**src/rtl/epwm_consts.svh**
```systemverilog
// Register offsets, field positions, reset values and timing counts of the PWM output stage
`ifndef EPWM_CONSTS_SVH
`define EPWM_CONSTS_SVH

`define ADDR_RESTART_DEADBAND  12'h000
`define ADDR_SHUTDOWN_CTRL     12'h004
`define ADDR_IRQ_STATUS        12'h008
`define ADDR_IRQ_MASK          12'h00c
`define ADDR_MODE_CTRL         12'h010

`define RDB_RESTART_BIT        7
`define RDB_DELAY_MSB          6
`define RDB_RESET              8'h00

`define SDC_STATUS_BIT         7
`define SDC_BD_LSB             4
`define SDC_AC_LSB             2
`define SDC_SRC_MSB            2
`define SDC_RESET              8'h00

`define MODE_ENABLE_BIT        0
`define MODE_RESET             8'h00

`define IRQ_SHUTDOWN_BIT       0
`define IRQ_RESTART_BIT        1

`define INSTR_CYCLE_CLKS       4

`endif

```
**src/rtl/epwm_pkg.sv**
```systemverilog
// Types of the PWM output stage
package epwm_pkg;
  typedef enum logic [1:0] {
    PAIR_LOW  = 2'h0,
    PAIR_HIGH = 2'h1,
    PAIR_HIZ  = 2'h2,
    PAIR_HIZ2 = 2'h3
  } pair_state_t;

  typedef enum logic [1:0] {
    SD_RUN     = 2'h0,
    SD_HELD    = 2'h1,
    SD_WAITPER = 2'h3
  } sd_state_t;
endpackage

```
**src/rtl/epwm_output_stage.sv**
```systemverilog
// Half-bridge PWM output stage with dead band, auto-shutdown and APB registers
//
// Behaviour
// Output A modulated, output B its complement
// Delay each active edge by dead-band count
// Delay beyond duty keeps output inactive
// Count dead band in instruction cycles
// Three-bit field selects shutdown sources
// Low pin or high comparator shuts down
// Status reads one while shut down
// Event sets status until cleared
// Shutdown forces pins without clock edge
// Pairs AC and BD take configured states
// Shutdown level persists while present
// Status writes ignored while condition present
// Restart waits for next period start
// Writing one to status shuts down
// Auto restart clears software shutdown at once
// Auto restart clears status after event
// Without auto restart, software clears status
// Software makes pins outputs via direction
// Waiting output held inactive during count
//
// Decided for this implementation: the APB interface to the registers and the register addresses.
`include "epwm_consts.svh"

module epwm_output_stage #(
  parameter int DELAY_W = 7
) (
  input  wire logic        i_ref_clk,
  input  wire logic        i_rst_b,
  input  wire logic        psel,
  input  wire logic        penable,
  input  wire logic        pwrite,
  input  wire logic [11:0] paddr,
  input  wire logic [31:0] pwdata,
  output logic      [31:0] prdata,
  output logic             pready,
  output logic             pslverr,
  input  wire logic        i_duty_pwm,
  input  wire logic        i_period_start,
  input  wire logic        i_ext_int_pin,
  input  wire logic [1:0]  i_comparator_output,
  output logic             o_pwm_out_a,
  output logic             o_pwm_out_a_oe,
  output logic             o_pwm_out_b,
  output logic             o_pwm_out_b_oe,
  output logic             o_pwm_out_c,
  output logic             o_pwm_out_c_oe,
  output logic             o_pwm_out_d,
  output logic             o_pwm_out_d_oe,
  output logic             o_irq
);

  // ****************************************
  // Elaboration checks
  // ****************************************
  if (DELAY_W != 7) begin : g_bad_width
    $error("DELAY_W must be 7");
  end

  if (`INSTR_CYCLE_CLKS != 4) begin : g_bad_prescale
    $error("Prescaler counter is two bits wide");
  end

  if (`SDC_BD_LSB != `SDC_AC_LSB + 2) begin : g_bad_pairs
    $error("Pair state fields must be adjacent");
  end

  // ****************************************
  // Reset synchroniser
  // ****************************************
  logic rst_meta_q;
  logic rst_b_q;

  always_ff @(posedge i_ref_clk or negedge i_rst_b) begin
    if (!i_rst_b) begin
      rst_meta_q <= 1'b0;
      rst_b_q    <= 1'b0;
    end else begin
      rst_meta_q <= 1'b1;
      rst_b_q    <= rst_meta_q;
    end
  end

  // ****************************************
  // Register bus
  // ****************************************
  logic [7:0] rdb_q;
  logic [7:0] sdc_q;
  logic [7:0] mode_q;
  logic [1:0] irq_stat_q;
  logic [1:0] irq_mask_q;
  logic       status_q;
  logic       wr_en;
  logic       hw_cond;
  logic       sw_status_wr;
  logic       sw_status_val;
  logic       auto_clear;
  logic       restart_ev;
  logic       running;

  // Zero wait states
  assign pready  = 1'b1;
  assign wr_en   = psel && penable && pwrite;

  function automatic logic addr_hit(input logic [11:0] a);
    addr_hit = (a == `ADDR_RESTART_DEADBAND) || (a == `ADDR_SHUTDOWN_CTRL) || (a == `ADDR_IRQ_STATUS) ||
               (a == `ADDR_IRQ_MASK) || (a == `ADDR_MODE_CTRL);
  endfunction

  // Unmapped offsets answer with an error and store nothing
  assign pslverr = psel && penable && !addr_hit(paddr);

  function automatic logic hit(input logic [11:0] a, input logic [11:0] off);
    hit = (a == off);
  endfunction

  // ****************************************
  // Register write
  // ****************************************
  // Restart enable and dead-band count
  always_ff @(posedge i_ref_clk or negedge rst_b_q) begin
    if (!rst_b_q) begin
      rdb_q <= `RDB_RESET;
    end else if (wr_en && hit(paddr, `ADDR_RESTART_DEADBAND)) begin
      rdb_q <= pwdata[7:0];
    end
  end

  // Status bit is kept apart in status_q
  always_ff @(posedge i_ref_clk or negedge rst_b_q) begin
    if (!rst_b_q) begin
      sdc_q <= `SDC_RESET;
    end else if (wr_en && hit(paddr, `ADDR_SHUTDOWN_CTRL)) begin
      sdc_q <= {1'b0, pwdata[6:0]};
    end
  end

  // Output enable
  always_ff @(posedge i_ref_clk or negedge rst_b_q) begin
    if (!rst_b_q) begin
      mode_q <= `MODE_RESET;
    end else if (wr_en && hit(paddr, `ADDR_MODE_CTRL)) begin
      mode_q <= {7'h00, pwdata[0]};
    end
  end

  // Interrupt mask
  always_ff @(posedge i_ref_clk or negedge rst_b_q) begin
    if (!rst_b_q) begin
      irq_mask_q <= 2'h0;
    end else if (wr_en && hit(paddr, `ADDR_IRQ_MASK)) begin
      irq_mask_q <= pwdata[1:0];
    end
  end

  // ****************************************
  // Read data
  // ****************************************
  logic [31:0] rd_word;

  always_comb begin
    case (paddr)
      `ADDR_RESTART_DEADBAND: rd_word = {24'h000000, rdb_q};
      `ADDR_SHUTDOWN_CTRL:    rd_word = {24'h000000, status_q, sdc_q[6:0]};
      `ADDR_IRQ_STATUS:       rd_word = {30'h0, irq_stat_q};
      `ADDR_IRQ_MASK:         rd_word = {30'h0, irq_mask_q};
      `ADDR_MODE_CTRL:        rd_word = {24'h000000, mode_q};
      default:                rd_word = 32'h0000_0000;
    endcase
  end

  // Taken in the setup cycle, held until the next read
  always_ff @(posedge i_ref_clk or negedge rst_b_q) begin
    if (!rst_b_q) begin
      prdata <= 32'h0000_0000;
    end else if (psel && !penable && !pwrite) begin
      prdata <= rd_word;
    end
  end

  // ****************************************
  // Shutdown control
  // ****************************************
  // Source select: bit0 pin, bit1 comparator 0, bit2 comparator 1
  assign hw_cond = (sdc_q[0] && !i_ext_int_pin) ||
                   (sdc_q[1] && i_comparator_output[0]) ||
                   (sdc_q[2] && i_comparator_output[1]);

  assign sw_status_wr  = wr_en && (paddr == `ADDR_SHUTDOWN_CTRL) && !hw_cond;
  assign sw_status_val = pwdata[`SDC_STATUS_BIT];
  assign auto_clear    = rdb_q[`RDB_RESTART_BIT] && !hw_cond;

  // Hardware set wins over any clear
  always_ff @(posedge i_ref_clk or negedge rst_b_q) begin
    if (!rst_b_q) begin
      status_q <= 1'b0;
    end else if (hw_cond) begin
      status_q <= 1'b1;
    end else if (auto_clear) begin
      status_q <= 1'b0;
    end else if (sw_status_wr) begin
      status_q <= sw_status_val;
    end
  end

  // ****************************************
  // Shutdown sequencer
  // ****************************************
  epwm_pkg::sd_state_t sd_state_q;
  epwm_pkg::sd_state_t sd_state_d;

  // Outputs stay quiet after a shutdown until a period begins
  always_comb begin
    sd_state_d = sd_state_q;
    case (sd_state_q)
      epwm_pkg::SD_RUN: begin
        if (status_q || hw_cond) begin
          sd_state_d = epwm_pkg::SD_HELD;
        end
      end
      epwm_pkg::SD_HELD: begin
        if (!status_q && !hw_cond && i_period_start) begin
          sd_state_d = epwm_pkg::SD_RUN;
        end else if (!status_q && !hw_cond) begin
          sd_state_d = epwm_pkg::SD_WAITPER;
        end
      end
      epwm_pkg::SD_WAITPER: begin
        if (status_q || hw_cond) begin
          sd_state_d = epwm_pkg::SD_HELD;
        end else if (i_period_start) begin
          sd_state_d = epwm_pkg::SD_RUN;
        end
      end
      default: sd_state_d = epwm_pkg::SD_HELD;
    endcase
  end

  // Held until the first period start after reset
  always_ff @(posedge i_ref_clk or negedge rst_b_q) begin
    if (!rst_b_q) begin
      sd_state_q <= epwm_pkg::SD_WAITPER;
    end else begin
      sd_state_q <= sd_state_d;
    end
  end

  assign running    = (sd_state_q == epwm_pkg::SD_RUN);
  assign restart_ev = !running && !status_q && !hw_cond && i_period_start;

  // ****************************************
  // Interrupts
  // ****************************************
  // Set wins over a clear in the same cycle

  always_ff @(posedge i_ref_clk or negedge rst_b_q) begin
    if (!rst_b_q) begin
      irq_stat_q <= 2'h0;
    end else begin
      irq_stat_q[`IRQ_SHUTDOWN_BIT] <= (hw_cond && !status_q) ||
        (irq_stat_q[`IRQ_SHUTDOWN_BIT] && !(wr_en && paddr == `ADDR_IRQ_STATUS && pwdata[0]));
      irq_stat_q[`IRQ_RESTART_BIT]  <= restart_ev ||
        (irq_stat_q[`IRQ_RESTART_BIT] && !(wr_en && paddr == `ADDR_IRQ_STATUS && pwdata[1]));
    end
  end

  assign o_irq = |(irq_stat_q & irq_mask_q);

  // ****************************************
  // Dead band
  // ****************************************
  logic [1:0]         prescale_q;
  logic               instr_tick;
  logic               duty_q;
  logic [DELAY_W-1:0] cnt_a_q;
  logic [DELAY_W-1:0] cnt_b_q;
  logic               act_a_q;
  logic               act_b_q;
  logic [DELAY_W-1:0] delay;

  assign delay = rdb_q[`RDB_DELAY_MSB:0];

  // ****************************************
  // Instruction-cycle prescaler
  // ****************************************

  always_ff @(posedge i_ref_clk or negedge rst_b_q) begin
    if (!rst_b_q) begin
      prescale_q <= 2'h0;
    end else begin
      prescale_q <= (prescale_q == 2'(`INSTR_CYCLE_CLKS - 1)) ? 2'h0 : prescale_q + 2'h1;
    end
  end

  assign instr_tick = (prescale_q == 2'(`INSTR_CYCLE_CLKS - 1));

  // ****************************************
  // Dead-band counters
  // ****************************************

  always_ff @(posedge i_ref_clk or negedge rst_b_q) begin
    if (!rst_b_q) begin
      duty_q  <= 1'b0;
      cnt_a_q <= '0;
      cnt_b_q <= '0;
      act_a_q <= 1'b0;
      act_b_q <= 1'b0;
    end else begin
      duty_q <= i_duty_pwm;
      if (i_duty_pwm != duty_q) begin
        cnt_a_q <= delay;
        cnt_b_q <= delay;
        act_a_q <= 1'b0;
        act_b_q <= 1'b0;
      end else if (instr_tick) begin
        // A level that ends before the count expires never activates
        if (i_duty_pwm && !act_a_q) begin
          if (cnt_a_q == '0) act_a_q <= 1'b1;
          else cnt_a_q <= cnt_a_q - 1'b1;
        end
        if (!i_duty_pwm && !act_b_q) begin
          if (cnt_b_q == '0) act_b_q <= 1'b1;
          else cnt_b_q <= cnt_b_q - 1'b1;
        end
      end
    end
  end

  // ****************************************
  // Output pins
  // ****************************************
  logic       sd_now;
  logic       enable;
  logic       pwm_a;
  logic       pwm_b;
  logic [3:0] pwm_lvl;
  logic [3:0] pwm_oe;
  wire  [3:0] pin_lvl;
  wire  [3:0] pin_oe;

  assign sd_now  = hw_cond || status_q || !running;
  assign enable  = mode_q[`MODE_ENABLE_BIT];
  assign pwm_a   = i_duty_pwm && act_a_q;
  assign pwm_b   = !i_duty_pwm && act_b_q;
  // Pins in order A, B, C, D; C and D idle in half-bridge operation
  assign pwm_lvl = {1'b0, 1'b0, pwm_b, pwm_a};
  assign pwm_oe  = {1'b0, 1'b0, enable, enable};

  function automatic logic pair_level(input logic [1:0] s);
    pair_level = (s == 2'(epwm_pkg::PAIR_HIGH));
  endfunction

  function automatic logic pair_drive(input logic [1:0] s);
    pair_drive = (s == 2'(epwm_pkg::PAIR_LOW)) || (s == 2'(epwm_pkg::PAIR_HIGH));
  endfunction

  // A and C follow the AC pair state, B and D the BD pair state
  for (genvar p = 0; p < 4; p++) begin : g_pin
    logic [1:0] sd_cfg;

    assign sd_cfg     = (p % 2 == 0) ? sdc_q[`SDC_AC_LSB +: 2] : sdc_q[`SDC_BD_LSB +: 2];
    assign pin_lvl[p] = (sd_now && enable) ? pair_level(sd_cfg) : pwm_lvl[p];
    assign pin_oe[p]  = (sd_now && enable) ? pair_drive(sd_cfg) : pwm_oe[p];
  end

  assign o_pwm_out_a    = pin_lvl[0];
  assign o_pwm_out_b    = pin_lvl[1];
  assign o_pwm_out_c    = pin_lvl[2];
  assign o_pwm_out_d    = pin_lvl[3];
  assign o_pwm_out_a_oe = pin_oe[0];
  assign o_pwm_out_b_oe = pin_oe[1];
  assign o_pwm_out_c_oe = pin_oe[2];
  assign o_pwm_out_d_oe = pin_oe[3];

endmodule

```
**config.mk**
```make
export PLATFORM = sky130hd
export DESIGN_NAME = epwm_output_stage
export DESIGN_NICKNAME = d
export VERILOG_FILES = /design/src/rtl/epwm_pkg.sv /design/src/rtl/epwm_output_stage.sv
export VERILOG_INCLUDE_DIRS = /design/src /design/src/rtl
export SDC_FILE = /design/constraint.sdc
export NUM_CORES = 1
export LEC_CHECK = 0
export BUFFER_PORTS_ARGS = -buffer_cell sky130_fd_sc_hd__buf_2
export CAP_MARGIN = 25
export CORE_AREA = 2 2 82 84
export CTS_CLUSTER_SIZE = 24
export DETAILED_ROUTE_END_ITERATION = 6
export DIE_AREA = 0 0 84 86
export GPL_TIMING_DRIVEN = 0
export PLACE_DENSITY = 0.74
export SLEW_MARGIN = 20
export SYNTH_ARGS = -nofsm -noshare
export SYNTH_HDL_FRONTEND = slang
export SYNTH_SLANG_ARGS = --single-unit
```
**constraint.sdc**
```tcl
create_clock -name i_ref_clk -period 2.4 [get_ports i_ref_clk]
set_clock_uncertainty 0.05 [all_clocks]
set_input_delay 0.24 -clock i_ref_clk [delete_from_list [all_inputs] [get_ports i_ref_clk]]
set_output_delay 0.24 -clock i_ref_clk [all_outputs]
set_load 0.005 [all_outputs]
```
# Word-level counts from Yosys, hierarchy flattened

Cells that the tools add are included.

Flip-flop bits (word level): 76

Add/sub/neg operators: 3
Equality and inequality tests: 15
Mux-type cells: 35
Bitwise gates (word level): 1
Reductions and logical operators: 72

Operator list:

| operator              | count |
|---|---|
| $mux W7               | 8 |
| $pmux W8 S5           | 1 |
| $logic_and A1 B1 Y1   | 30 |
| $eq A12 B4 Y1 const B | 2 |
| $mux W1               | 19 |
| $reduce_and A3 Y1     | 5 |
| $logic_not A7 Y1      | 2 |
| $sub A7 B1 Y7 const B | 2 |
| $eq A12 B3 Y1 const B | 1 |
| $eq A12 B5 Y1 const B | 1 |
| $logic_not A1 Y1      | 12 |
| $logic_not A12 Y1     | 1 |
| $logic_or A1 B1 Y1    | 12 |
| $mux W2               | 6 |
| $reduce_bool A2 Y1    | 5 |
| $eq A2 B1 Y1 const B  | 3 |
| $logic_not A2 Y1      | 3 |
| $ne A3 B3 Y1 const B  | 2 |
| $pmux W2 S3           | 1 |
| $eq A2 B2 Y1 const B  | 2 |
| $ne A2 B2 Y1 const B  | 2 |
| $reduce_bool A3 Y1    | 1 |
| $add A2 B1 Y2 const B | 1 |
| $and A2 B2 Y2         | 1 |
| 3 further kinds       | 3 |

# Logic depth before layout (Yosys ltp)

Gate-level depths: netlist (run 1).

Word-level depth: 9
Mapped depth: 6
Depth with buffers taken out: 6

# Worst setup path after synthesis (run 1)

OpenSTA, ideal clock, no wires.

Path type: flip-flop to output port
Start: reg sd_state_q[0]
End: out o_pwm_out_a
Arrival: 1.570 ns
Slack: 0.540 ns
Stages on the path, launching flop included: 5
Buffers on the path: 0
Cell sequence: dfstp_2 -> or2_2 -> o41ai_1 -> nor2_1 -> a32o_1

Longest elaborated chain between the ends: 5

Ends and longest elaborated chain:

| what                   | line                     | source |
|---|---|---|
| start, declared        | epwm_output_stage.sv:211 | `epwm_pkg::sd_state_t sd_state_q;` |
| start signal, assigned | epwm_output_stage.sv:244 | `sd_state_q <= epwm_pkg::SD_WAITPER;` |
| start signal, assigned | epwm_output_stage.sv:246 | `sd_state_q <= sd_state_d;` |
| $logic_not A2 Y1       | epwm_output_stage.sv:250 | `assign running = (sd_state_q == epwm_pkg::SD_RUN);` |
| $logic_not A1 Y1       | epwm_output_stage.sv:343 | `assign sd_now = hw_cond \|\| status_q \|\| !running;` |
| $logic_or A1 B1 Y1     | epwm_output_stage.sv:343 |  |
| $logic_and A1 B1 Y1    | epwm_output_stage.sv:364 | `assign pin_lvl[p] = (sd_now && enable) ? pair_level(sd_cfg) : pwm_lvl[p];` |
| $mux W1                | epwm_output_stage.sv:364 |  |
| end, declared          | epwm_output_stage.sv:44  | `output logic o_pwm_out_a,` |

Every way passes these cells.

# Final worst setup path (run 1)

Start: reg sdc_q[2]
End: out o_pwm_out_b

Longest elaborated chain between the ends: 6

Ends and longest elaborated chain:

| what                             | line                     | source |
|---|---|---|
| start, declared                  | epwm_output_stage.sv:90  | `logic [7:0] sdc_q;` |
| start signal, assigned           | epwm_output_stage.sv:134 | `` sdc_q <= `SDC_RESET; `` |
| start signal, assigned           | epwm_output_stage.sv:136 | `sdc_q <= {1'b0, pwdata[6:0]};` |
| $logic_and A1 B1 Y1              | epwm_output_stage.sv:189 | `(sdc_q[2] && i_comparator_output[1]);` |
| $logic_or A1 B1 Y1               | epwm_output_stage.sv:188 | `(sdc_q[1] && i_comparator_output[0]) \|\|` |
| $logic_or A1 B1 Y1 (2 in series) | epwm_output_stage.sv:343 |  |
| $logic_and A1 B1 Y1              | epwm_output_stage.sv:364 |  |
| $mux W1                          | epwm_output_stage.sv:364 |  |
| end, declared                    | epwm_output_stage.sv:46  | `output logic o_pwm_out_b,` |

Every way passes these cells.

==> metrics, run 1 <==
Final Total Pwr 1.75 mW; Synth cell types 58; Pwr Density 502 nW/um^2; drt total wl 6.75 mm; Bufs on Longest Clock Path 2; TritonCTS clock tree built; crit path launch type register; gr ovfl total 0; clk_lat worst skew 0.32 ns; first-pass GRT wire length 10.9 mm; IO buf count 46; DRC viols 0; nets@finish 418; top-level I/O count 97; post-synthesis to final-layout area growth 20.0%; Yosys warning count 0; die width 84 um; Setup CP Type reg -> out; RSZ-0062 raised after global routing false; num rows 29; final setup fails 0; Root Driver clkbuf_8; Max rail drop VDD 0.440 mV; relative slew slack 40.4%; period utilization 96.2%; Max Fclk 433 MHz; HPWL Detailed 5.21 mm; Tot GR Track Use 19.1%; CP Capture Type output pin; Final ANT Viol Nets 0; 1st-iter DRT viols 154; H-tree lvl count 2; Initial Utilization 46.3%; crit path time final 2.31 ns; register bit total from synthesis 52; type of the most critical hold path in -> reg; status finished clean; pin count of the biggest net entering global routing 29; Mean Syn Cell Area 10.5 sq um; TNS Setup 0 ns; DR WL/cell 15.4 um; Worst-Margin Slew 0.888 ns; Synth Instances 278; Die ar. 7220 sq um; FFs w/ async S/R, synth 100%; share of cells above drive strength 1 33.1%; Max-Cap Viols 0; ys flop type dfrtp_1; die height 86 um; RD Place Congestion 0.860; initial antenna violation count 0; vias 2359; Crit Reg-Reg Startpoint cnt_b_q[0]$_DFFE_PN0P_; Synth Cell Area 2910 sq um; Critical path origin sdc_q[2]$_DFFE_PN0P_; endpoints failing hold 0; r2r setup slk 0.31 ns; via count of the first global-routing pass 2151; CTS Buf Count 5; hold_sp i_duty_pwm; Clock transition at path regs 0.11 ns; Max FO, Critical Path 5; via density per instance 5.40; EDFF count, synth 0; Clock Sinks 52; crit path DAT 2.02 ns; Final Max Tran Viols 0; post-synthesis sequential area ratio 44.8%; Core Region 6280 sq um; LEAKAGE 1.73 nW; drt first pass iters 4; antenna diode count 0; critical path data required time 2.11 ns
cells in the mapped netlist (5+ instances only):
cell / instances / area (sq um)
a22o_1: 18 / 158
xnor2_1: 5 / 43.8
inv_1: 6 / 22.5
o21ai_0: 6 / 30.0
nand3_1: 8 / 40.0
o311ai_0: 6 / 52.6
ha_1: 5 / 62.6
nor3_1: 5 / 25.0
nor2_1: 22 / 82.6
a21oi_1: 5 / 25.0
clkbuf_1: 5 / 18.8
buf_4: 25 / 188
mux2_2: 21 / 236
dfrtp_1: 50 / 1250
nand2_1: 18 / 67.6
critical path, stage by stage, from the launching register on:
cell and delay [ns]:
dfrtp_1 0.46, a22o_1 0.29, o41ai_4 0.45, nor2_1 0.14, a32o_1 0.24, buf_2 0.13
layout by cell type (no fill, tap or decap), types with 5 or more instances in the layout:
master    instances
ha_1              5
buf_2            46
mux2_2           21
nand3_1           8
conb_1           26
nor2_1           22
o311ai_0          6
buf_4            27
xnor2_1           5
clkbuf_8          5
a22o_1           18
clkbuf_1          5
a21oi_1           5
o21ai_0           6
inv_1             6
nand2_1          18
dfrtp_1          49
area by class of cell:
type	instances	area [sq um]
Sequential cell	52	1310
Fill cell	579	2790
Clock inverter	3	27.5
Tap cell	77	96.3
Clock buffer	5	68.8
Multi-Input combinational cell	214	1490
Buffer	30	206
Timing Repair Buffer	50	275
Inverter	6	22.5
logic make-up (layout without fill, tap and decap cells):
logic type / after synthesis / after routing / synth area share (%)
DFF: 52 / 52 / 44.8
AOI/OAI and AO/OA: 61 / 61 / 16.4
adders and majority gates: 5 / 5 / 2.15
and+or+nand+nor: 93 / 93 / 17.8
xor gates and xnor gates: 6 / 6 / 1.81
other: 2 / 26 / 0.258
muxes: 23 / 23 / 8.82
buffers and inverters: 36 / 94 / 7.87
routing by layer:
layer / vias up / routed length [um] / GRT usage [%] / part of all wire (%)
met4: 0 / 136 / 7.04 / 2.0
met2: 81 / 3270 / 31.3 / 48
met1: 1125 / 3030 / 26.3 / 45
met3: 11 / 315 / 2.41 / 4.7
li1: 1142 / - / - / -
met5: - / 0 / 0 / 0
power by group:
group / total, mW / switching [mW] / internal [mW]
logic: 0.256 / 0.140 / 0.116
clock network: 0.535 / 0.320 / 0.215
registers: 0.962 / 0.0432 / 0.919
total: 1.75 / 0.503 / 1.25
per-stage QoR:
step / hold slack [ns] / util (%) / setup WS, ns / instance area, sq um / instances
2_1_floorplan: -0.106 / - / 0.540 / 3000 / 302
3_3_place_gp: -0.0241 / 53.0 / -0.0289 / 3330 / 425
3_5_place_dp: -0.0240 / 53.3 / -0.0339 / 3350 / 426
4_1_cts: 0.0500 / 55.3 / 0.0537 / 3470 / 435
5_1_grt: 0.0569 / 55.6 / 0.00452 / 3490 / 437
6_report: 0.0601 / 55.6 / 0.0908 / 3490 / 437
worst paths after layout:
| path | end | cells after the start |
|---|---|---|
| hold / removal | duty_q$_DFF_PN0_ | 1 |
| max in group asynchronous | prdata[5]$_DFFE_PN0P_ | 1 |
| setup / recovery | o_pwm_out_b | 5 |
| hold reg to reg | rdb_q[7]$_DFFE_PN0P_ | 0 |
| min in group asynchronous | rst_b_q$_DFF_PN0_ | 2 |
| setup reg to reg | cnt_b_q[4]$_DFFE_PN0P_ | 5 |
state kept, by name, summed over array words and instances (netlist names), 2 cells and up:
register and cells:
cnt_b_q 7, sd_state_q 2, sdc_q 7, irq_stat_q 2
prescale_q 2, rdb_q 8, irq_mask_q 2, cnt_a_q 7
prdata 8
timing repair:
action                                 4_1_cts  5_1_grt
buffers inserted                             0        2
pin swaps                                    0        1
endpoints found under the hold margin        2        0
setup endpoints to repair                    6        3
hold buffers                                 1        0
cloned                                       0        0
gates resized for setup                      2        1
No activity file was read; power rests on OpenSTA's default activity.
==> run 2, diff against run 1 <==
PLACE_DENSITY = unset   (was 0.74)
PLACE_DENSITY_LB_ADDON = 0.1   (was unset)
==> run 2 against run 1 <==
  * Count of clock-buffer cells in the layout up 1
  * Largest cell class unchanged
  * Final area up 0.36%
  * Critical endpoint is now o_pwm_out_b_oe
  * Combinational power about the same
  * Register-to-register slack worse by 0.05 ns
  * Sequential power about the same
  * Hold slack better by 0.0050 ns
  * Via count about the same
  * Cell count down 0.46%
  * Power up 6.2%
  * Fmax up 1.9%
  * Highest routed layer unchanged
  * Global-route usage down 0.27 points
==> metrics, run 2 (synthesis gave the netlist of run 1 again) <==
antenna diode count 0; met3 usage 3.18%; crit path launch type register; final worst setup slack 0.135 ns; postcts setup bufs 0; Clock transition at path regs 0.10 ns; Initial Utilization 46.3%; CP Capture Type output pin; status finished clean; crit path DAT 1.98 ns; DRC viols 0; drt total wl 6.69 mm; Worst-Margin Slew 0.875 ns; first-pass GRT wire length 10.9 mm; endpoints failing hold 0; num rows 29; period utilization 94.4%; global route hottest layer met1; gr ovfl total 0; drt first pass iters 4; CP max stage delay 0.48 ns; RSZ-0062 raised after global routing false; RD Place Congestion 0.839; via count of the first global-routing pass 2165; crit path time final 2.27 ns; clk_lat worst skew 0.31 ns; relative slew slack 41.2%; Setup CP Type reg -> out; die height 86 um; top-level I/O count 97; CP Buf/Inv Count 1; via density per instance 5.43; Die ar. 7220 sq um; CTS Buf Count 5; Max Fclk 441 MHz; Pwr Density 531 nW/um^2; share of cells above drive strength 1 32.4%; type of the most critical hold path in -> reg; DR WL/cell 15.4 um; GRT met2 Usage 27.0%; HPWL Detailed 5.05 mm; nets@finish 416; Max-Cap Viols 0; Final ANT Viol Nets 0; IO buf count 46; critical path data required time 2.11 ns; Max FO, Critical Path 5; TNS Setup 0 ns; 1st-iter DRT viols 110; LEAKAGE 1.74 nW; final setup fails 0; TritonCTS clock tree built; vias 2360; Final Max Tran Viols 0; Bufs on Longest Clock Path 2; critical path's top delay family compound AO/OA/AOI/OAI gates; cell with the largest stage delay on the worst path dfrtp_1; initial antenna violation count 0; Tot GR Track Use 18.9%; Root Driver clkbuf_8; met1 Use GR 29.6%; pin count of the biggest net entering global routing 29; Top Registers prdata x8, rdb_q x8; post-synthesis to final-layout area growth 20.5%; Core Region 6280 sq um; dpl ws 0.207 ns; commonest non-fill, non-tap cell in the layout dfrtp_1; crit-path cells a22o_1 > nor3_1 > nand2_1 > a21boi_0 > buf_2; final core utilization 55.8%; Max rail drop VDD 0.409 mV; commonest non-fill, non-tap cells in the layout 49 x dfrtp_1, 46 x buf_2, 26 x conb_1; Clock Sinks 52; H-tree lvl count 2; die width 84 um
-- run 2: cell count changes in the layout (fill, tap and decap cells not counted), sizes merged --
| cell | delta |
|---|---|
| buf | -2 |
| bufinv | +1 |
| clkbuf | +1 |
| clkinvlp | -1 |
| inv | -1 |
-- run 2: power by group --
part / internal, mW / leakage, nW / switching (mW) / total, mW
sequential: 0.919 / 0.699 / 0.0446 / 0.964
combinational: 0.118 / 0.978 / 0.140 / 0.258
clock: 0.341 / 0.0614 / 0.298 / 0.640
total: 1.38 / 1.74 / 0.483 / 1.86
-- run 2: area by class of cell --
type                       count  area (sq um)
fill                         580          2770
multi-input combinational    214          1490
sequential                    52          1310
timing repair buffer          48           268
buffer                        30           206
tap                           77          96.3
clock buffer                   6          82.6
clock inverter                 2          38.8
inverter                       6          22.5
-- run 2: path summary, 6_finish.rpt --
kind,from,depth (start not counted),to,slack [ns]
min in group asynchronous,i_rst_b,2,rst_b_q$_DFF_PN0_,0.18
max in group asynchronous,rst_b_q$_DFF_PN0_,1,cnt_a_q[1]$_DFFE_PN0P_,1.47
min,i_duty_pwm,1,duty_q$_DFF_PN0_,0.07
min reg2reg,rst_b_q$_DFF_PN0_,0,sdc_q[3]$_DFFE_PN0P_,0.27
max reg2reg,cnt_b_q[0]$_DFFE_PN0P_,5,cnt_b_q[4]$_DFFE_PN0P_,0.26
max,sdc_q[2]$_DFFE_PN0P_,5,o_pwm_out_b_oe,0.13
-- run 2: routing by layer --
layer | up-vias | wire (um) | part of all wire [%]
li1 | 1154 | - | -
met1 | 1139 | 3390 | 51
met2 | 62 | 2950 | 44
met3 | 5 | 295 | 4.4
met4 | 0 | 49 | 0.73
met5 | - | 0 | 0
-- run 2: worst reg2reg max path, stage by stage, from the launching register on --
cell	delay (ns)
dfrtp_1	0.44
inv_1	0.10
ha_1	0.14
nor4b_1	0.62
a21oi_1	0.30
a221o_1	0.38
-- run 2: through the flow --
stage	instance area [sq um]	power [mW]	hold slack, ns	cells
after floorplan	3000	1.14	-0.106	302
after global placement	3330	1.22	-0.0236	425
after detailed placement	3350	1.23	-0.0203	426
after CTS	3490	1.87	0.0542	435
after global routing	3500	1.96	0.0494	435
final	3500	1.86	0.0651	435
-- run 2: timing repair --
action,CTS,global route
cloned,0,0
gates resized for setup,1,1
pin swaps,0,0
hold buffers,1,0
endpoints found under the hold margin,2,0
endpoints found under the setup margin,4,2
